### src/touch_acq_regs.svh
// Purpose: register map, field positions and reset values of the touch acquisition control block
// Assumes: 32-bit APB data, one aligned word per register
// Notes:   definitions only
`ifndef TOUCH_ACQ_REGS_SVH
`define TOUCH_ACQ_REGS_SVH

// ****************************************
// register offsets (byte addresses)
// ****************************************
`define TA_OFS_STATUS_WORD   8'h3C
`define TA_OFS_STATUS_CLEAR  8'h40
`define TA_OFS_IRQ_SET       8'h44
`define TA_OFS_IRQ_CLEAR     8'h48
`define TA_OFS_IRQ_MASK      8'h4C
`define TA_OFS_ACQ_START     8'h50
`define TA_OFS_ACQ_COUNT     8'h54
`define TA_OFS_SPREAD_CFG    8'h60
`define TA_OFS_RES_CTRL      8'h64

// ****************************************
// status bit positions
// ****************************************
`define TA_BIT_ENABLED       0
`define TA_BIT_CALIBRATING   1
`define TA_BIT_AUTO_CHANGE   2
`define TA_BIT_COUNT_READY   8
`define TA_BIT_ACQ_DONE      9
`define TA_BIT_ASSIST_CHANGE 23

// implemented event bits: 23, 9, 8, 2, 1
`define TA_EVENT_BITS        32'h0080_0306

// ****************************************
// field widths and reset values
// ****************************************
`define TA_SEL_W             2
`define TA_DEV_W             8
`define TA_RES_W             17
`define TA_PAIR_LSB          16
`define TA_RESET_WORD        32'h0000_0000
`define TA_LFSR_SEED         9'h1A5

`endif

### src/touch_acq_pkg.sv
// Purpose: shared types of the touch acquisition control block
// Assumes: no header included, field widths written out here
// Notes:   none
package touch_acq_pkg;

   // one acquired count with the sensor pair it belongs to
   typedef struct packed {
      logic [7:0]  pair;
      logic [15:0] count;
   } acq_count_t;

   // acquisition sequencing
   typedef enum logic [0:0] {
      ACQ_IDLE,
      ACQ_RUN
   } acq_state_t;

endpackage

### src/touch_acq_control_interface.sv
// Purpose: APB register front end of a capacitive touch acquisition module
// Assumes: acquisition engine runs on ref_clk; engine holds a count offer until taken
// Notes:   single-cycle APB slave, unmapped access answers pslverr
//
// Function
// calibrating bit follows calibration level
// enabled bit follows module enable
// writing one to clear register clears flag
// zero writes change no flag or mask
// enable-set write sets mask bits
// enable-clear write clears mask bits
// mask resets zero, one enables source
// interrupt high while unmasked flag set
// start write launches selected group acquisition
// start register reads back last selection
// count register gives count and pair
// pairs enabled only, strictly increasing index
// burst deviation bounded by configured maximum
// resistor bit selects resistive burst drive
// count-ready set when count is available
// done low while running, set on completion
`timescale 1ns/1ns
`include "touch_acq_regs.svh"
`default_nettype none

module touch_acq_control_interface #(
   parameter int PAIRS = 32
) (
   // clock and reset
   input  wire logic                     ref_clk,
   input  wire logic                     reset,
   // apb slave
   input  wire logic                     psel,
   input  wire logic                     penable,
   input  wire logic                     pwrite,
   input  wire logic [7:0]               paddr,
   input  wire logic [31:0]              pwdata,
   output var  logic [31:0]              prdata,
   output var  logic                     pready,
   output var  logic                     pslverr,
   // engine status
   input  wire logic                     module_enabled,
   input  wire logic                     calibrating,
   input  wire logic                     auto_status_change,
   input  wire logic                     assist_state_change,
   input  wire logic [PAIRS-1:0]         pair_enable,
   // acquisition control
   output var  logic                     acq_start,
   output var  logic [1:0]               group_select_code,
   input  wire logic                     acq_complete,
   // count offers from the engine
   input  wire logic                     count_offer_valid,
   input  wire touch_acq_pkg::acq_count_t count_offer,
   output var  logic                     count_take,
   // burst drive
   input  wire logic                     spread_enable,
   input  wire logic                     burst_pulse,
   input  wire logic                     burst_phase,
   output var  logic                     dev_negative,
   output var  logic [7:0]               dev_cycles,
   output var  logic [16:0]              burst_pin_bank_a_res,
   // interrupt
   output var  logic                     irq
);
   import touch_acq_pkg::*;

   // ****************************************
   // apb decode
   // ****************************************
   logic        setup_w;        // setup phase of a transfer
   logic        access_w;       // access phase completes this edge
   logic        wr_w;           // write completes
   logic        rd_w;           // read completes
   logic        mapped_w;       // address hits a register
   logic [31:0] rd_mux_w;       // read data selected in setup

   assign setup_w  = psel && !penable;
   assign access_w = psel && penable && pready;
   assign wr_w     = access_w && pwrite;
   assign rd_w     = access_w && !pwrite;

   // ****************************************
   // registers
   // ****************************************
   logic [31:0]         flags_r;      // sticky event flags
   logic [31:0]         mask_r;       // interrupt mask
   logic [31:0]         mask_nxt;     // mask after this cycle's writes
   logic [1:0]          sel_r;        // last written selection
   acq_count_t          count_r;      // presented count word
   logic [7:0]          burst_max_deviation_r;     // spread deviation limit
   logic [16:0]         res_r;        // resistor control bits
   acq_state_t          acq_state_r;  // acquisition in progress
   logic [7:0]          last_pair_r;  // last pair presented this run
   logic                first_r;      // no pair presented yet this run
   logic                cal_d_r;      // calibration level, delayed
   logic [8:0]          lfsr_r;       // pseudo random deviation source
   logic [31:0]         set_w;        // hardware set terms
   logic [31:0]         clr_w;        // software clear terms
   logic                take_w;       // offer accepted this cycle
   logic                keep_w;       // accepted offer is presented
   logic                pop_w;        // software read the count word
   logic [31:0]         status_w;     // status word as read

   // ****************************************
   // read mux
   // ****************************************
   // status bits 0 and 1 are live levels; the rest are the sticky flags
   always_comb begin
      status_w = flags_r & `TA_EVENT_BITS;
      // live calibration level
      status_w[`TA_BIT_CALIBRATING] = calibrating;
      // live enable level
      status_w[`TA_BIT_ENABLED] = module_enabled;
   end

   always_comb begin
      mapped_w = 1'b1;
      rd_mux_w = `TA_RESET_WORD;
      unique case (paddr)
         `TA_OFS_STATUS_WORD: rd_mux_w = status_w;
         // write-only registers read as zero
         `TA_OFS_STATUS_CLEAR, `TA_OFS_IRQ_SET, `TA_OFS_IRQ_CLEAR: rd_mux_w = `TA_RESET_WORD;
         `TA_OFS_IRQ_MASK:    rd_mux_w = mask_r;
         // read back selection
         `TA_OFS_ACQ_START:   rd_mux_w = {30'h0, sel_r};
         // pair above count
         `TA_OFS_ACQ_COUNT:   rd_mux_w = {8'h00, count_r.pair, count_r.count};
         `TA_OFS_SPREAD_CFG:  rd_mux_w = {24'h0, burst_max_deviation_r};
         `TA_OFS_RES_CTRL:    rd_mux_w = {15'h0, res_r};
         default:             mapped_w = 1'b0;
      endcase
   end

   // ****************************************
   // apb answer
   // ****************************************
   // answer in the first access cycle: no wait states
   always_ff @(posedge ref_clk) begin
      if (reset) begin
         pready  <= 1'b0;
         pslverr <= 1'b0;
         prdata  <= `TA_RESET_WORD;
      end else begin
         pready  <= setup_w;
         pslverr <= setup_w && !mapped_w;
         if (setup_w) begin
            prdata <= pwrite ? `TA_RESET_WORD : rd_mux_w;
         end
      end
   end

   // ****************************************
   // software writable configuration
   // ****************************************
   always_ff @(posedge ref_clk) begin
      if (reset) begin
         sel_r    <= 2'h0;
         burst_max_deviation_r <= 8'h00;
         res_r    <= 17'h0_0000;
      end else if (wr_w) begin
         // codes 10 and 11 are stored and passed on as written
         if (paddr == `TA_OFS_ACQ_START) begin
            sel_r <= pwdata[1:0];
         end
         if (paddr == `TA_OFS_SPREAD_CFG) begin
            burst_max_deviation_r <= pwdata[7:0];
         end
         if (paddr == `TA_OFS_RES_CTRL) begin
            res_r <= pwdata[16:0];
         end
      end
   end

   // ****************************************
   // interrupt mask
   // ****************************************
   // ones set or clear, zeros ignored
   assign mask_nxt = (wr_w && paddr == `TA_OFS_IRQ_SET) ? (mask_r | (pwdata & `TA_EVENT_BITS)) :
                     (wr_w && paddr == `TA_OFS_IRQ_CLEAR) ? (mask_r & ~pwdata) : mask_r;
   // mask resets to zero
   always_ff @(posedge ref_clk) begin
      if (reset) begin
         mask_r <= `TA_RESET_WORD;
      end else begin
         mask_r <= mask_nxt;
      end
   end

   // ****************************************
   // acquisition sequencing
   // ****************************************
   // any write to the start register launches a run
   always_ff @(posedge ref_clk) begin
      if (reset) begin
         acq_state_r       <= ACQ_IDLE;
         acq_start         <= 1'b0;
         group_select_code <= 2'h0;
      end else begin
         acq_start <= wr_w && paddr == `TA_OFS_ACQ_START;
         if (wr_w && paddr == `TA_OFS_ACQ_START) begin
            acq_state_r       <= ACQ_RUN;
            group_select_code <= pwdata[1:0];
         end else if (acq_complete) begin
            acq_state_r <= ACQ_IDLE;
         end
      end
   end

   // ****************************************
   // count offers
   // ****************************************
   // one count is held at a time; the engine waits while software has not read it
   assign pop_w  = rd_w && paddr == `TA_OFS_ACQ_COUNT;
   assign take_w = count_offer_valid && !count_take && !flags_r[`TA_BIT_COUNT_READY];
   // only enabled pairs beyond the last one are presented
   assign keep_w = take_w && pair_enable[count_offer.pair[$clog2(PAIRS)-1:0]]
                   && (first_r || count_offer.pair > last_pair_r);

   always_ff @(posedge ref_clk) begin
      if (reset) begin
         count_r     <= '0;
         count_take  <= 1'b0;
         last_pair_r <= 8'h00;
         first_r     <= 1'b1;
      end else begin
         // dropped offers are still taken so the engine moves on
         count_take <= take_w;
         // a restart wins over a keep, but the kept word is still presented with its flag
         first_r    <= (wr_w && paddr == `TA_OFS_ACQ_START) || (first_r && !keep_w);
         if (keep_w) begin
            count_r     <= count_offer;
            last_pair_r <= count_offer.pair;
         end
      end
   end

   // ****************************************
   // sticky status flags
   // ****************************************
   always_ff @(posedge ref_clk) begin
      if (reset) begin
         cal_d_r <= 1'b0;
      end else begin
         cal_d_r <= calibrating;
      end
   end

   always_comb begin
      set_w = `TA_RESET_WORD;
      set_w[`TA_BIT_CALIBRATING]   = calibrating && !cal_d_r;
      set_w[`TA_BIT_AUTO_CHANGE]   = auto_status_change;
      set_w[`TA_BIT_ASSIST_CHANGE] = assist_state_change;
      // count ready on a kept offer
      set_w[`TA_BIT_COUNT_READY]   = keep_w;
      // done on completion of a run
      set_w[`TA_BIT_ACQ_DONE]      = acq_complete && acq_state_r == ACQ_RUN;
      // ones clear flags, zeros ignored
      clr_w = (wr_w && paddr == `TA_OFS_STATUS_CLEAR) ? pwdata : `TA_RESET_WORD;
      // reading the count word consumes it
      clr_w[`TA_BIT_COUNT_READY] = clr_w[`TA_BIT_COUNT_READY] || pop_w;
      // done drops when a run starts
      clr_w[`TA_BIT_ACQ_DONE] = clr_w[`TA_BIT_ACQ_DONE] || (wr_w && paddr == `TA_OFS_ACQ_START);
   end

   // a set in the same cycle as a clear wins, so no event is lost
   always_ff @(posedge ref_clk) begin
      if (reset) begin
         flags_r <= `TA_RESET_WORD;
      end else begin
         flags_r <= ((flags_r & ~clr_w) | set_w) & `TA_EVENT_BITS;
      end
   end

   // ****************************************
   // interrupt output
   // ****************************************
   // unmasked flag drives irq
   always_ff @(posedge ref_clk) begin
      if (reset) begin
         irq <= 1'b0;
      end else begin
         irq <= |(((flags_r & ~clr_w) | set_w) & mask_nxt & `TA_EVENT_BITS);
      end
   end

   // ****************************************
   // spread spectrum deviation
   // ****************************************
   // a fresh deviation per burst pulse; magnitude clamped, so it is not uniform
   always_ff @(posedge ref_clk) begin
      if (reset) begin
         lfsr_r       <= `TA_LFSR_SEED;
         dev_negative <= 1'b0;
         dev_cycles   <= 8'h00;
      end else if (burst_pulse) begin
         lfsr_r       <= {lfsr_r[7:0], lfsr_r[8] ^ lfsr_r[4]};
         dev_negative <= spread_enable && lfsr_r[8];
         // clamp to configured maximum
         if (!spread_enable) begin
            dev_cycles <= 8'h00;
         end else if (lfsr_r[7:0] > burst_max_deviation_r) begin
            dev_cycles <= burst_max_deviation_r;
         end else begin
            dev_cycles <= lfsr_r[7:0];
         end
      end
   end

   // ****************************************
   // resistive drive select
   // ****************************************
   // per-pin resistive drive in burst
   always_ff @(posedge ref_clk) begin
      if (reset) begin
         burst_pin_bank_a_res <= 17'h0_0000;
      end else begin
         burst_pin_bank_a_res <= burst_phase ? res_r : 17'h0_0000;
      end
   end
endmodule

`default_nettype wire

### config.mk
export PLATFORM = sky130hd
export DESIGN_NAME = touch_acq_control_interface
export DESIGN_NICKNAME = d
export VERILOG_FILES = /design/src/touch_acq_pkg.sv /design/src/touch_acq_control_interface.sv
export VERILOG_INCLUDE_DIRS = /design/src /design/src/src
export SDC_FILE = /design/constraint.sdc
export NUM_CORES = 1
export LEC_CHECK = 0
export ABC_AREA = 0
export CORE_UTILIZATION = 30
export CTS_CLUSTER_DIAMETER = 200
export CTS_CLUSTER_SIZE = 25
export DETAILED_ROUTE_END_ITERATION = 6
export DONT_BUFFER_PORTS = 1
export GPL_TIMING_DRIVEN = 0
export PLACE_DENSITY_LB_ADDON = 0.12
export SETUP_SLACK_MARGIN = 0.4
export SLEW_MARGIN = 20
export SYNTH_ARGS = -nofsm -noshare
export SYNTH_HDL_FRONTEND = slang
export SYNTH_SLANG_ARGS = --single-unit
### constraint.sdc
create_clock -name ref_clk -period 4.14 [get_ports ref_clk]
set_input_delay 0 -clock ref_clk [delete_from_list [all_inputs] [get_ports ref_clk]]
set_output_delay 0 -clock ref_clk [all_outputs]
set_load 0.1 [all_outputs]
### Word-level counts from Yosys, hierarchy flattened

Index checks and enable logic that the tools add are counted.

* register bits after elaboration: 165
* bits in latches: 0
* memory bits (writable): 0
* bits in read-only memories: 0
* bits of input ports: 110
* output and inout bits: 65
* word-level logic and storage cells: 91
* memories kept: 0

* add/sub/neg operators: 0
* multiply operators: 0
* divide/modulo/power cells: 0
* magnitude comparators: 3
* equal/unequal tests: 9
* shift-type cells: 0
* mux-type cells: 12
* bitwise operators: 9
* reductions and logical operators: 37

Operator list (number)
* case mux 32 bit (6 select lines): 1
* 2-to-1 mux 32 bit: 3
* equality test 8 x 7 -> 1 bit, second input constant: 8
* bitwise AND 24 bit: 2
* bitwise AND 32 bit: 1
* inverter 32 bit: 1
* OR 32 x 24 -> 32 bit: 1
* 2-to-1 mux 24 bit: 1
* inverter 24 bit: 1
* OR 24 bit: 1
* logical AND 1 bit: 19
* > comparator 8 bit: 2
* 2-to-1 mux 8 bit: 2
* OR reduction 9 bit: 1
* equality test 8 x 6 -> 1 bit, second input constant: 1
* logical NOT 1 bit: 7
* less-than comparator 5 x 6 -> 1 bit, second input constant: 1
* AND reduction 2 bit: 3
* binary-select mux 1 bit (select 5 bit): 1
* OR reduction 5 bit: 1
* logical OR 1 bit: 4
* 2-to-1 mux 1 bit: 4
* nonzero test 2 bit: 1
* OR reduction 2 bit: 1
* 2 further kinds: 2

### Depth between registers and ports, before layout

Gate-level depths: netlist of the first run.

* depth in word-level cells: 11
* depth in mapped cells: 11
* depth with buffers taken out: 8

### Worst setup path after synthesis of the first run

Ideal clock, no wire load.

* path type: reg-to-reg
* start: register pready
* end: register res_r[10]
* library setup time: 132 ps
* data arrival time: 2295 ps
* data required time: 4008 ps
* path slack: 1713 ps
* stages on the path, launching flop included: 8
* buffers on the path: 3
* clock period less this slack: 2427 ps
* cells stage by stage: dfxtp_1 > and4_1 > buf_2 > buf_1 > nand2_1 > clkbuf_1 > nand2_1 > a21oi_1

* cells in the longest elaborated chain, start to end: 3

Ends and longest elaborated chain
* from (decl): RTL line touch_acq_control_interface.sv:39 `output var logic pready,`
* from (signal assigned): RTL line touch_acq_control_interface.sv:144 `pready <= setup_w;`
* logical AND 1 bit: RTL line touch_acq_control_interface.sv:78 `assign access_w = psel && penable && pready;`
* logical AND 1 bit: RTL line touch_acq_control_interface.sv:79 `assign wr_w = access_w && pwrite;`
* AND reduction 2 bit (no source line)
* to (signal assigned): RTL line touch_acq_control_interface.sv:169 `res_r <= pwdata[16:0];`
* to (decl): RTL line touch_acq_control_interface.sv:91 `logic [16:0] res_r;`

No other way between the ends.
A chain may end at the register's enable or synchronous reset.

### Worst setup path in the final report of the first run

* start: register pready
* end: register res_r[13]

Same word-level chain as after synthesis.

==> results.rst, run 1 <==
.. list-table::
   :header-rows: 1

   * - Metric
     - Value
   * - Die Height
     - 155 um
   * - Minimum period implied by the final worst setup slack
     - 3210 ps
   * - Pre-Repair DR Iteration Count
     - 7
   * - Effective utilization at floorplan
     - 30.9%
   * - Std cell rows
     - 55
   * - Origin of the worst min-delay path
     - count_offer[18]
   * - Total power
     - 3.58 mW
   * - Iteration-0 DRC count of the detailed router
     - 401
   * - Count of pins over their slew limit
     - 0
   * - Final WL
     - 24.2 mm
   * - EDFF count, synth
     - 0
   * - Vias in the first global route
     - 6375
   * - Comb pwr share
     - 8.2%
   * - Required @ worst endpoint
     - 4420 ps
   * - Switching power total
     - 0.874 mW
   * - Warning count from the yosys run
     - 0
   * - Worst EP arrival
     - 3480 ps
   * - Hold Crit Depth
     - 4
   * - Clock sinks
     - 163
   * - Antenna violations before repair
     - 0
   * - Clock-pin slew reported for the worst setup and hold paths after clock tree synthesis
     - 70 ps
   * - Result of the run
     - completed
   * - Skew-Pair Late Insertion Delay
     - 420 ps
   * - Proportion of synthesized chip area in sequential cells
     - 46.2%
   * - Leakage Power
     - 3.35 nW
   * - Number of failing hold endpoints at the final stage
     - 0
   * - Average size of a mapped cell
     - 8.96 um2
   * - CTS tree
     - done
   * - Antenna viol nets, final
     - 0
   * - H-tree depth reported by CTS
     - 4
   * - Type of element capturing the critical path
     - flip-flop
   * - Unrepaired setup endpoints after global routing
     - false
   * - R2r startpoint
     - pready
   * - Leading cell type in the layout, fill and taps excluded
     - sky130_fd_sc_hd__dfxtp_1
   * - Yosys reg bits
     - 163
   * - Worst-path fanout max
     - 10
   * - Share of post-route cells with drive strength above 1
     - 6.80%
   * - Worst-case reg-to-reg path depth
     - 7
   * - Number of different library cells in the post-synthesis netlist
     - 62
   * - Leftover overflow at the end of global routing
     - 0
   * - Clock Power Share
     - 45.7%
   * - Largest net degree at the start of global routing
     - 17
   * - Placeable core region
     - 22800 um2
   * - Setup Total Neg Slack
     - 0 ps
   * - Fill cell instance count of the final layout
     - 2384
   * - Proportion of power drawn by flip-flops and latches
     - 46.1%
   * - Cell-internal power
     - 2.71 mW
   * - Overall track demand over capacity in global routing
     - 20.1%
   * - Fraction of synthesized cell area taken by the top area cell type
     - 46.2%
   * - Count of input and output buffers
     - 0
   * - Main area contributors after synthesis
     - sky130_fd_sc_hd__dfxtp_1, sky130_fd_sc_hd__nand2_1, sky130_fd_sc_hd__mux2i_1, sky130_fd_sc_hd__a21oi_1, sky130_fd_sc_hd__a22oi_1
   * - Routability-driven placement congestion ratio
     - 0.801
   * - Total instance count after detailed placement
     - 1101
   * - Number of buffers inserted during clock tree synthesis
     - 17
   * - Non-filler cells, final
     - 1210
   * - Met2 track demand over resource
     - 34.5%
   * - Wire length of the first global-routing pass
     - 36.4 mm
   * - Die area
     - 24200 um2
   * - Cell type with the highest aggregate area in the netlist
     - sky130_fd_sc_hd__dfxtp_1
   * - Clock tree root driver cell
     - sky130_fd_sc_hd__clkbuf_16
   * - Post-CTS setup buffers
     - 0
   * - Via count normalized by instance count
     - 5.15
   * - Synthesized net count
     - 914
   * - Fraction of met3 tracks used by global routing
     - 5.60%
   * - Max-slew headroom
     - 23.3%
   * - Met1 routing resource usage after global routing
     - 24.5%
   * - Highest achievable clock rate
     - 312 MHz
   * - Slew at the pin with the worst max-slew slack
     - 1130 ps
   * - Crit share post-route
     - 77.5%
   * - Max Cap Viol
     - 0
   * - Number of remaining DRC errors
     - 0
   * - Capture endpoint of the worst hold path
     - last_pair_r[4]
   * - Setup slack, reg-to-reg
     - 930 ps
   * - Final worst clock skew
     - 9.10 ps
   * - Ys async rst share
     - 0%
   * - Net count of the finished layout
     - 1010
   * - Number of buffers on the longest clock path
     - 2
   * - Average detailed-routed wire length per instance
     - 20.0 um
   * - Kind of critical path
     - flip-flop to flip-flop
   * - Antenna fix cells
     - 0
   * - Worst Hold Class
     - input pin to flip-flop
   * - Pwr Density
     - 406 nW/um2
   * - Syn Inst Count
     - 788
   * - Register Area
     - 3260 um2
   * - Top library cells by usage in the layout, fill and taps aside
     - sky130_fd_sc_hd__dfxtp_1, sky130_fd_sc_hd__nand2_1, sky130_fd_sc_hd__dlygate4sd3_1
   * - Area of the multi-input gates
     - 3410 um2
   * - IO Pins
     - 175
   * - Chip Width
     - 155 um
   * - Primary flip-flop cell chosen by synthesis mapping
     - sky130_fd_sc_hd__dfxtp_1
   * - Critical R2R Capture
     - res_r[13]
   * - Switching fraction of total power
     - 24.4%
   * - Type of element launching the critical path
     - flip-flop
   * - Worst supply voltage drop on vdd
     - 0.204 mV
   * - Global routing's busiest layer
     - met2
   * - Detailed-route via count
     - 6228
   * - DP HPWL
     - 17.9 mm
   * - Launching instance or port of the critical path
     - pready
   * - Cell area after synthesis
     - 7060 um2
   * - Area grow syn2layout
     - 25.0%
   * - Final-report setup violation count
     - 0
## registers in the layout, indices dropped and copies added, names as in the netlist, 2 cells and up
signal	flops
mask_r	32
prdata	32
lfsr_r	9
last_pair_r	8
burst_pin_bank_a_res	17
res_r	17
count_r	16
dev_cycles	8
sel_r	2
burst_max_deviation_r	8
flags_r	5
## worst max-delay path by stage
stage / end / slack, ps / cells past startpoint
6_report: res_r[13] / 930 / 7
5_1_grt: res_r[11] / 820 / 7
4_1_cts: res_r[13] / 920 / 7
3_3_place_gp: res_r[14] / 970 / 7
2_1_floorplan: res_r[10] / 1710 / 7
3_5_place_dp: res_r[13] / 920 / 7
## metal layers
layer	up-vias	part of all wire (%)
li1	2993	-
met1	2989	43
met2	227	48
met3	19	7.2
met4	0	1.0
met5	-	0
## kinds of logic (layout without fill, tap and decap cells)
| kind of cell | Yosys count | in the layout | share of synthesized area, % |
|---|---|---|---|
| flops | 163 | 163 | 46.2 |
| compound gates | 183 | 183 | 18.2 |
| xor+xnor | 1 | 1 | 0.124 |
| mux | 45 | 45 | 7.37 |
| simple gates | 299 | 299 | 19.8 |
| buf+inv | 81 | 190 | 5.51 |
| fa+ha+maj | 16 | 16 | 2.83 |
## worst max-delay path: stages (launching register included)
cell                       delay, ps
sky130_fd_sc_hd__dfxtp_1         990
sky130_fd_sc_hd__and4_1          370
sky130_fd_sc_hd__buf_2           240
sky130_fd_sc_hd__buf_1           480
sky130_fd_sc_hd__nand2_1         360
sky130_fd_sc_hd__clkbuf_1        390
sky130_fd_sc_hd__nand2_1         160
sky130_fd_sc_hd__a21oi_1          70
## area by class of cell
cell class | count | area share (%)
flip-flops and latches | 163 | 37.0
multi-input cells | 544 | 38.6
repair buffers | 77 | 8.73
clock inverters | 10 | 1.69
plain buffers | 53 | 3.22
clock buffers | 22 | 5.14
well taps | 313 | 4.44
inverters | 28 | 1.19
## through the flow
step                      setup slack [ps]  cell area [um2]  hold WS [ps]  utilization [%]
after floorplan                       1710             7060          87.0                -
after global placement                 969             7450          88.3             32.6
after detailed placement               918             7450          90.0             32.6
after CTS                              925             8830          5.41             38.6
after global routing                   816             8830          34.0             38.6
final                                  932             8830          16.6             38.6
## synthesized netlist by cell type, types with 2 or more instances
master / n
sky130_fd_sc_hd__o21ai_0: 5
sky130_fd_sc_hd__a22oi_1: 45
sky130_fd_sc_hd__a311oi_1: 2
sky130_fd_sc_hd__nor2b_1: 9
sky130_fd_sc_hd__and3_1: 4
sky130_fd_sc_hd__buf_6: 3
sky130_fd_sc_hd__nand4_1: 12
sky130_fd_sc_hd__o21bai_1: 2
sky130_fd_sc_hd__a221oi_1: 2
sky130_fd_sc_hd__buf_12: 3
sky130_fd_sc_hd__nand2_1: 159
sky130_fd_sc_hd__nand3_1: 21
sky130_fd_sc_hd__mux2i_1: 40
sky130_fd_sc_hd__a31oi_1: 2
sky130_fd_sc_hd__and2_1: 24
sky130_fd_sc_hd__o2111ai_1: 8
sky130_fd_sc_hd__ha_1: 16
sky130_fd_sc_hd__nor2_1: 48
sky130_fd_sc_hd__a222oi_1: 9
sky130_fd_sc_hd__mux4_2: 3
sky130_fd_sc_hd__mux4_1: 2
sky130_fd_sc_hd__a211oi_1: 2
sky130_fd_sc_hd__o211ai_1: 11
sky130_fd_sc_hd__buf_1: 10
sky130_fd_sc_hd__nand2b_1: 5
sky130_fd_sc_hd__inv_1: 28
sky130_fd_sc_hd__clkbuf_1: 28
sky130_fd_sc_hd__a22o_1: 8
sky130_fd_sc_hd__o21a_1: 3
sky130_fd_sc_hd__nand4bb_1: 2
sky130_fd_sc_hd__buf_2: 8
sky130_fd_sc_hd__a32oi_1: 2
sky130_fd_sc_hd__dfxtp_1: 163
sky130_fd_sc_hd__a21oi_1: 71
## power groups by stage
stage               registers [mW]  logic, mW  clock network (mW)
finish                        1.65      0.294                1.64
global route                  1.65      0.322                1.73
CTS                           1.65      0.296                1.67
detailed placement            1.69      0.225                   0
global placement              1.68      0.217                   0
floorplan                     1.67      0.170                   0
## what timing repair did
action | 4_1_cts | 5_1_grt
endpoints found under the hold margin | 139 | 0
setup endpoints to repair | 0 | 0
resized for setup | 0 | 0
hold buffers | 77 | 0
(Power assumes the default switching activity.)
==> run 2: changes to the inputs <==
==> constraint.sdc (replaced) <==
create_clock -name ref_clk -period 2.8 [get_ports ref_clk]
set_input_delay 0 -clock ref_clk [delete_from_list [all_inputs] [get_ports ref_clk]]
set_output_delay 0 -clock ref_clk [all_outputs]
set_load 0.1 [all_outputs]
==> run 2 against run 1 <==
The flow now finishes with violations (DRC, hold timing). Non-clock buffer count decreased by 2. Core utilization decreased by 0.077 points. Clock-buffer cell count decreased by 2. Routed wire length decreased by 1.3%. Register-to-register slack worse by 390 ps. Cell area decreased by 0.20%. Final cell count fell by 0.17%. Sequential share of layout area is 0.12 points higher. Critical endpoint is now prdata[18]. Clock skew is 0.56 ps higher. Clock power rose by 41%. Global-route usage about the same.
==> results.rst, run 2 (synthesized netlist as in run 1, its figures left out) <==
.. list-table::
   :header-rows: 1

   * - Metric
     - Value
   * - Global routing's busiest layer
     - met2
   * - Area grow syn2layout
     - 24.7%
   * - Type of element capturing the critical path
     - flip-flop
   * - Hold Crit Depth
     - 4
   * - Regs by FF count
     - mask_r: 32 flops, prdata: 32 flops
   * - Cell-internal power
     - 3.90 mW
   * - Delay of the slowest cell on the worst path
     - 600 ps
   * - Fraction of met3 tracks used by global routing
     - 5.60%
   * - Pre-Repair DR Iteration Count
     - 7
   * - Overall track demand over capacity in global routing
     - 20.1%
   * - Met1 routing resource usage after global routing
     - 24.3%
   * - Family of cells with the greatest summed delay on the critical path
     - simple AND/OR/NAND/NOR gates
   * - Required @ worst endpoint
     - 3160 ps
   * - Antenna violations before repair
     - 1
   * - Final-report setup violation count
     - 0
   * - Die area
     - 24200 um2
   * - Switching fraction of total power
     - 24.7%
   * - Clock-pin slew reported for the worst setup and hold paths after clock tree synthesis
     - 60 ps
   * - Std cell rows
     - 55
   * - Largest net degree at the start of global routing
     - 17
   * - Clock Power Share
     - 44.6%
   * - Clock tree root driver cell
     - sky130_fd_sc_hd__clkbuf_16
   * - Placeable core region
     - 22800 um2
   * - Result of the run
     - finished, violations left
   * - Slew at the pin with the worst max-slew slack
     - 1050 ps
   * - Count of input and output buffers
     - 0
   * - Cell chain of the critical path
     - dlygate4sd3_1 -> or4b_4 -> nor2_2 -> nor2_1 -> a311oi_4 -> buf_6 -> a22oi_1 -> nor2_1
   * - Number of remaining DRC errors
     - 1
   * - Leftover overflow at the end of global routing
     - 0
   * - Minimum period implied by the final worst setup slack
     - 2260 ps
   * - Unrepaired setup endpoints after global routing
     - false
   * - Clock sinks
     - 163
   * - Pwr Density
     - 589 nW/um2
   * - Switching power total
     - 1.28 mW
   * - Count of pins over their slew limit
     - 0
   * - Max-slew headroom
     - 29.7%
   * - Final worst hold slack
     - -1.56 ps
   * - Iteration-0 DRC count of the detailed router
     - 419
   * - IO Pins
     - 175
   * - Worst Hold Class
     - input pin to flip-flop
   * - Cell with the largest stage delay on the worst path
     - sky130_fd_sc_hd__dlygate4sd3_1
   * - Met2 track demand over resource
     - 34.3%
   * - Net count of the finished layout
     - 1008
   * - Vias in the first global route
     - 6300
   * - Total number of cells along the worst setup path
     - 8
   * - Total placed instance area
     - 7460 um2
   * - Type of element launching the critical path
     - input pin
   * - Number of buffers inserted during clock tree synthesis
     - 17
   * - Worst supply voltage drop on vdd
     - 0.349 mV
   * - Most frequent CP cell
     - sky130_fd_sc_hd__nor2_1
   * - Share of post-route cells with drive strength above 1
     - 7.83%
   * - Number of failing hold endpoints at the final stage
     - 1
   * - Wire length of the first global-routing pass
     - 36.4 mm
   * - Via count normalized by instance count
     - 5.13
   * - Max Cap Viol
     - 0
   * - Final WL
     - 23.9 mm
   * - Effective utilization at floorplan
     - 30.9%
   * - Kind of critical path
     - input pin to flip-flop
   * - DP HPWL
     - 17.7 mm
   * - Proportion of power drawn by flip-flops and latches
     - 47.0%
   * - Fill cell instance count of the final layout
     - 2405
   * - Buffering stage count on the worst path with inverters included
     - 2
   * - Die Height
     - 155 um
   * - Worst-path fanout max
     - 10
   * - Skew-Pair Late Insertion Delay
     - 420 ps
   * - Number of buffers on the longest clock path
     - 2
   * - Violations in the final reports
     - DRC, hold timing
   * - Highest achievable clock rate
     - 443 MHz
   * - Worst-case reg-to-reg path depth
     - 7
   * - Leading cell type in the layout, fill and taps excluded
     - sky130_fd_sc_hd__dfxtp_1
   * - Average detailed-routed wire length per instance
     - 19.8 um
   * - Final non-filler cell area
     - 8810 um2
   * - Final worst clock skew
     - 9.66 ps
   * - Worst EP arrival
     - 2620 ps
   * - Crit share post-route
     - 80.6%
   * - CTS tree
     - done
   * - Chip Width
     - 155 um
   * - Top library cells by usage in the layout, fill and taps aside
     - sky130_fd_sc_hd__dfxtp_1, sky130_fd_sc_hd__nand2_1, sky130_fd_sc_hd__dlygate4sd3_1
   * - Leakage Power
     - 3.36 nW
   * - Comb pwr share
     - 8.4%
   * - Total power
     - 5.19 mW
   * - Detailed-route via count
     - 6194
   * - Routability-driven placement congestion ratio
     - 0.794
   * - Antenna viol nets, final
     - 0
   * - H-tree depth reported by CTS
     - 4
==> run 2: cell types whose count changed in the layout (fill, tap and decap cells not counted), moves of 2 or more <==
cell / change
sky130_fd_sc_hd__clkbuf_1: -6
sky130_fd_sc_hd__clkbuf_2: +3
sky130_fd_sc_hd__clkinv_2: +3
sky130_fd_sc_hd__buf_2: +2
sky130_fd_sc_hd__clkinv_4: +2
sky130_fd_sc_hd__clkinvlp_4: -2
sky130_fd_sc_hd__dlygate4sd3_1: -2
==> run 2: final cells by class <==
type                            count  area [um2]  area share, %
Antenna cell                        1        2.50         0.0284
Buffer                             53         290           3.29
Clock buffer                       20         447           5.07
Clock inverter                     11         128           1.45
Inverter                           28         105           1.19
Multi-Input combinational cell    544        3430           38.9
Sequential cell                   163        3270           37.1
Tap cell                          313         392           4.44
Timing Repair Buffer               75         751           8.52
==> run 2: stage by stage <==
| step | setup TNS [ps] | util, % | instances | hold slack, ps | setup slack [ps] |
|---|---|---|---|---|---|
| 2_1_floorplan | 0 | - | 788 | 87.0 | 712 |
| 3_3_place_gp | 0 | 32.6 | 1101 | 88.3 | 10.3 |
| 3_5_place_dp | -437 | 32.6 | 1101 | 90.6 | -50.2 |
| 4_1_cts | 0 | 38.5 | 1207 | 0.0731 | 402 |
| 5_1_grt | 0 | 38.6 | 1208 | 19.4 | 405 |
| 6_report | 0 | 38.6 | 1208 | -1.56 | 542 |
==> run 2: worst min-delay path, stage by stage <==
cell                      delay (ps)
sky130_fd_sc_hd__nor4b_4          50
sky130_fd_sc_hd__nand4_1         100
sky130_fd_sc_hd__a32oi_1         130
sky130_fd_sc_hd__nor2_1          100
==> run 2: worst paths after layout <==
kind                                  from          to  slack (ps)
worst max register to register      pready    res_r[8]         540
worst min-delay path              paddr[4]  flags_r[9]          -2
worst max-delay path              paddr[7]  prdata[18]         540
worst min register to register  mask_r[24]  mask_r[24]         430
==> run 2: timing repair <==
item | 4_1_cts | 5_1_grt
buffers inserted | 0 | 0
hold buffers | 75 | 0
hold endpoints to repair | 140 | 0
gates resized for setup | 2 | 12
setup endpoints to repair | 45 | 45
==> run 2: routing by layer <==
metal	vias to the layer above	wire length, um
met5	-	0
met4	0	389
met3	26	1710
met2	233	11600
met1	2942	10200
li1	2993	-
==> run 2: power groups by stage <==
stage	sequential (mW)	combinational, mW	clock (mW)
after global placement	2.49	0.322	0
final	2.44	0.437	2.31
after global routing	2.44	0.477	2.46
after CTS	2.44	0.435	2.35
after detailed placement	2.49	0.330	0
after floorplan	2.48	0.251	0
==> run 3: changes to the inputs <==
--- a/config.mk
+++ b/config.mk
@@ -6,7 +6,7 @@
 export SDC_FILE = /design/constraint.sdc
 export NUM_CORES = 1
 export LEC_CHECK = 0
-export ABC_AREA = 0
+export ABC_AREA = 1
 export CORE_UTILIZATION = 30
 export CTS_CLUSTER_DIAMETER = 200
 export CTS_CLUSTER_SIZE = 25
==> constraint.sdc (replaced) <==
create_clock -name ref_clk -period 2.2 [get_ports ref_clk]
set_input_delay 0 -clock ref_clk [delete_from_list [all_inputs] [get_ports ref_clk]]
set_output_delay 0 -clock ref_clk [all_outputs]
set_load 0.1 [all_outputs]
==> run 3 against run 2 <==
The flow now finishes without violations. Power grew 36%. Sequential share of layout area shrank 2.8 points. Cell area up 9.1%. Largest cell class unchanged.
==> results.rst, run 3 <==
.. list-table::
   :header-rows: 1

   * - Metric
     - Value
   * - Area share of fa/ha/maj cells after synthesis
     - 2.79%
   * - Max Cap Viol
     - 0
   * - Die area
     - 24500 um2
   * - Comb pwr share
     - 12.0%
   * - Routability-driven placement congestion ratio
     - 0.850
   * - Antenna violations before repair
     - 0
   * - Proportion of synthesized chip area in sequential cells
     - 45.5%
   * - Total power
     - 7.06 mW
   * - Wire length of the first global-routing pass
     - 38.3 mm
   * - Clock Power Share
     - 43.7%
   * - Cell type with the highest aggregate area in the netlist
     - sky130_fd_sc_hd__dfxtp_1
   * - Highest achievable clock rate
     - 524 MHz
   * - Synth Area in Simple Gates
     - 26.8%
   * - Overall track demand over capacity in global routing
     - 21.2%
   * - Leakage Power
     - 3.73 nW
   * - Placeable core region
     - 23500 um2
   * - Largest net degree at the start of global routing
     - 19
   * - Chip Width
     - 157 um
   * - Skew-Pair Late Insertion Delay
     - 440 ps
   * - Via count normalized by instance count
     - 4.84
   * - Share of post-route cells with drive strength above 1
     - 16.6%
   * - Primary flip-flop cell chosen by synthesis mapping
     - sky130_fd_sc_hd__dfxtp_1
   * - Cell area after synthesis
     - 7170 um2
   * - Result of the run
     - completed
   * - Number of failing hold endpoints at the final stage
     - 0
   * - Switching fraction of total power
     - 28.8%
   * - Area grow syn2layout
     - 34.1%
   * - Antenna viol nets, final
     - 0
   * - Worst supply voltage drop on vdd
     - 0.379 mV
   * - Number of different library cells in the post-synthesis netlist
     - 36
   * - Syn Inst Count
     - 987
   * - Synthesized-area fraction occupied by ao, oa, aoi and oai cells
     - 15.3%
   * - Ys async rst share
     - 0%
   * - Warning count from the yosys run
     - 0
   * - Regs by FF count
     - mask_r: 32 flops, prdata: 32 flops
   * - Worst-path fanout max
     - 5
   * - Combinational family with the most area after synthesis
     - simple AND/OR/NAND/NOR gates
   * - Crit share post-route
     - 86.8%
   * - Average detailed-routed wire length per instance
     - 17.8 um
   * - Kind of critical path
     - flip-flop to flip-flop
   * - Worst Hold Class
     - input pin to flip-flop
   * - Total instance count after detailed placement
     - 1306
   * - Final-report setup violation count
     - 0
   * - Cell-internal power
     - 5.03 mW
   * - CTS tree
     - done
   * - Synthesized net count
     - 1113
   * - DP HPWL
     - 18.7 mm
   * - Pre-Repair DR Iteration Count
     - 5
   * - H-tree depth reported by CTS
     - 4
   * - Fill cell instance count of the final layout
     - 2489
   * - Area share of xor/xnor cells in the synthesized design
     - 0%
   * - Max-slew headroom
     - 31.6%
   * - Top post-synthesis cells by count
     - sky130_fd_sc_hd__nand2_1, sky130_fd_sc_hd__dfxtp_1, sky130_fd_sc_hd__inv_1
   * - Final WL
     - 25.6 mm
   * - Antenna fix cells
     - 0
   * - Detailed-route via count
     - 6940
   * - Count of pins over their slew limit
     - 0
   * - Number of remaining DRC errors
     - 0
   * - Yosys reg bits
     - 163
   * - Switching power total
     - 2.03 mW
   * - Clock-pin slew reported for the worst setup and hold paths after clock tree synthesis
     - 70 ps
   * - IO Pins
     - 175
   * - Number of buffers inserted during clock tree synthesis
     - 17
   * - Required @ worst endpoint
     - 2540 ps
   * - Pwr Density
     - 734 nW/um2
   * - Net count of the finished layout
     - 1229
   * - Type of element launching the critical path
     - flip-flop
   * - Clock sinks
     - 163
   * - Iteration-0 DRC count of the detailed router
     - 391
   * - Number of buffers on the longest clock path
     - 2
   * - Share of cell area taken by muxes after synthesis
     - 0%
   * - Leftover overflow at the end of global routing
     - 0
   * - Slew at the pin with the worst max-slew slack
     - 1020 ps
   * - Minimum period implied by the final worst setup slack
     - 1910 ps
   * - Leading cell type in the layout, fill and taps excluded
     - sky130_fd_sc_hd__nand2_1
   * - Final worst clock skew
     - 15.1 ps
   * - Unrepaired setup endpoints after global routing
     - true
   * - EDFF count, synth
     - 0
   * - Non-filler cells, final
     - 1435
   * - Main area contributors after synthesis
     - sky130_fd_sc_hd__dfxtp_1, sky130_fd_sc_hd__nand2_1, sky130_fd_sc_hd__a21oi_1, sky130_fd_sc_hd__nand3_1, sky130_fd_sc_hd__inv_1
   * - Worst EP arrival
     - 2250 ps
   * - Library cell with the highest instance count after synthesis
     - sky130_fd_sc_hd__nand2_1
   * - Vias in the first global route
     - 6769
   * - End-of-flow core utilization
     - 40.9%
   * - Top library cells by usage in the layout, fill and taps aside
     - sky130_fd_sc_hd__nand2_1, sky130_fd_sc_hd__dfxtp_1, sky130_fd_sc_hd__inv_1
   * - Average size of a mapped cell
     - 7.26 um2
   * - Std cell rows
     - 56
   * - Count of input and output buffers
     - 0
   * - Effective utilization at floorplan
     - 30.5%
   * - Proportion of power drawn by flip-flops and latches
     - 44.4%
   * - Die Height
     - 157 um
   * - Type of element capturing the critical path
     - flip-flop
   * - Fraction of synthesized cell area taken by the top area cell type
     - 45.5%
   * - Clock tree root driver cell
     - sky130_fd_sc_hd__clkbuf_16
## run 3: changes by cell type after synthesis, sizes merged, moves of 40 or more
cell,before,now
inv,28,119
nand3,21,96
nand2,159,226
a22oi,46,0
nor2,49,94
o21ai,6,49
mux2i,40,0
## run 3: cell families (layout without fill, tap and decap cells)
logic type	Yosys count	count (layout)
AND/OR/NAND/NOR	446	447
flip-flops	163	163
buffers and inverters	169	297
AO/OA/AOI/OAI	193	193
adder cells (fa/ha/maj)	16	16
## run 3: repair_timing
action                                 4_1_cts  5_1_grt
setup endpoints to repair                  101       80
buffers inserted                            18        6
resized for setup                           49       92
endpoints found under the hold margin      111        0
gates cloned                                 2        2
hold buffers                                69        0
pin swaps                                    7       28
## run 3: layer usage
metal | GRT usage, % | part of all wire (%)
met1 | 27.7 | 47
met2 | 34.2 | 46
met3 | 5.34 | 6.1
met4 | 5.93 | 1.2
met5 | 0 | 0
## run 3: stage by stage
step                      cell area, um2  setup WS, ps  TNS, ps  hold slack [ps]
final                               9610           290        0             13.1
after global routing                9610           209        0             28.3
after CTS                           9210           311        0           0.0688
after detailed placement            7570          -429    -5310             97.3
after global placement              7570          -463    -6410             92.3
after floorplan                     7170           413        0             91.6
## run 3: final cells by class
| type | count | area [um2] | area share [%] |
|---|---|---|---|
| flip-flops and latches | 163 | 3290 | 34.2 |
| clock inverters | 15 | 184 | 1.91 |
| multi-input cells | 656 | 3610 | 37.6 |
| well taps | 319 | 399 | 4.15 |
| inverters | 122 | 473 | 4.92 |
| plain buffers | 47 | 259 | 2.70 |
| repair buffers | 96 | 970 | 10.1 |
| clock buffers | 17 | 425 | 4.43 |
## run 3: worst max-delay path, stage by stage (launching register included)
cell	delay [ps]
sky130_fd_sc_hd__dfxtp_2	330
sky130_fd_sc_hd__inv_2	50
sky130_fd_sc_hd__ha_4	260
sky130_fd_sc_hd__inv_2	30
sky130_fd_sc_hd__o21bai_1	110
sky130_fd_sc_hd__nand2_1	70
sky130_fd_sc_hd__nand2_1	60
sky130_fd_sc_hd__nand2_1	40
sky130_fd_sc_hd__nand2_1	70
sky130_fd_sc_hd__nand2_2	60
sky130_fd_sc_hd__a21oi_4	210
sky130_fd_sc_hd__buf_6	160
sky130_fd_sc_hd__buf_6	120
sky130_fd_sc_hd__nand3b_1	100
sky130_fd_sc_hd__nand2_2	90
sky130_fd_sc_hd__nor2_1	50
## run 3: power by group through the flow
stage / logic [mW] / registers [mW] / clock network (mW)
floorplan: 0.404 / 3.18 / 0
global placement: 0.542 / 3.19 / 0
detailed placement: 0.543 / 3.19 / 0
CTS: 0.754 / 3.12 / 3.16
global route: 0.929 / 3.14 / 3.27
finish: 0.845 / 3.13 / 3.08
## run 3: worst paths after layout
kind                        from    endpoint  slack, ps  depth (start not counted)
setup / recovery  last_pair_r[1]  count_r[9]        290                         15
hold / removal          paddr[6]     pslverr         10                          4
setup reg to reg  last_pair_r[1]  count_r[9]        290                         15
hold reg to reg       mask_r[12]  mask_r[12]        450                          2
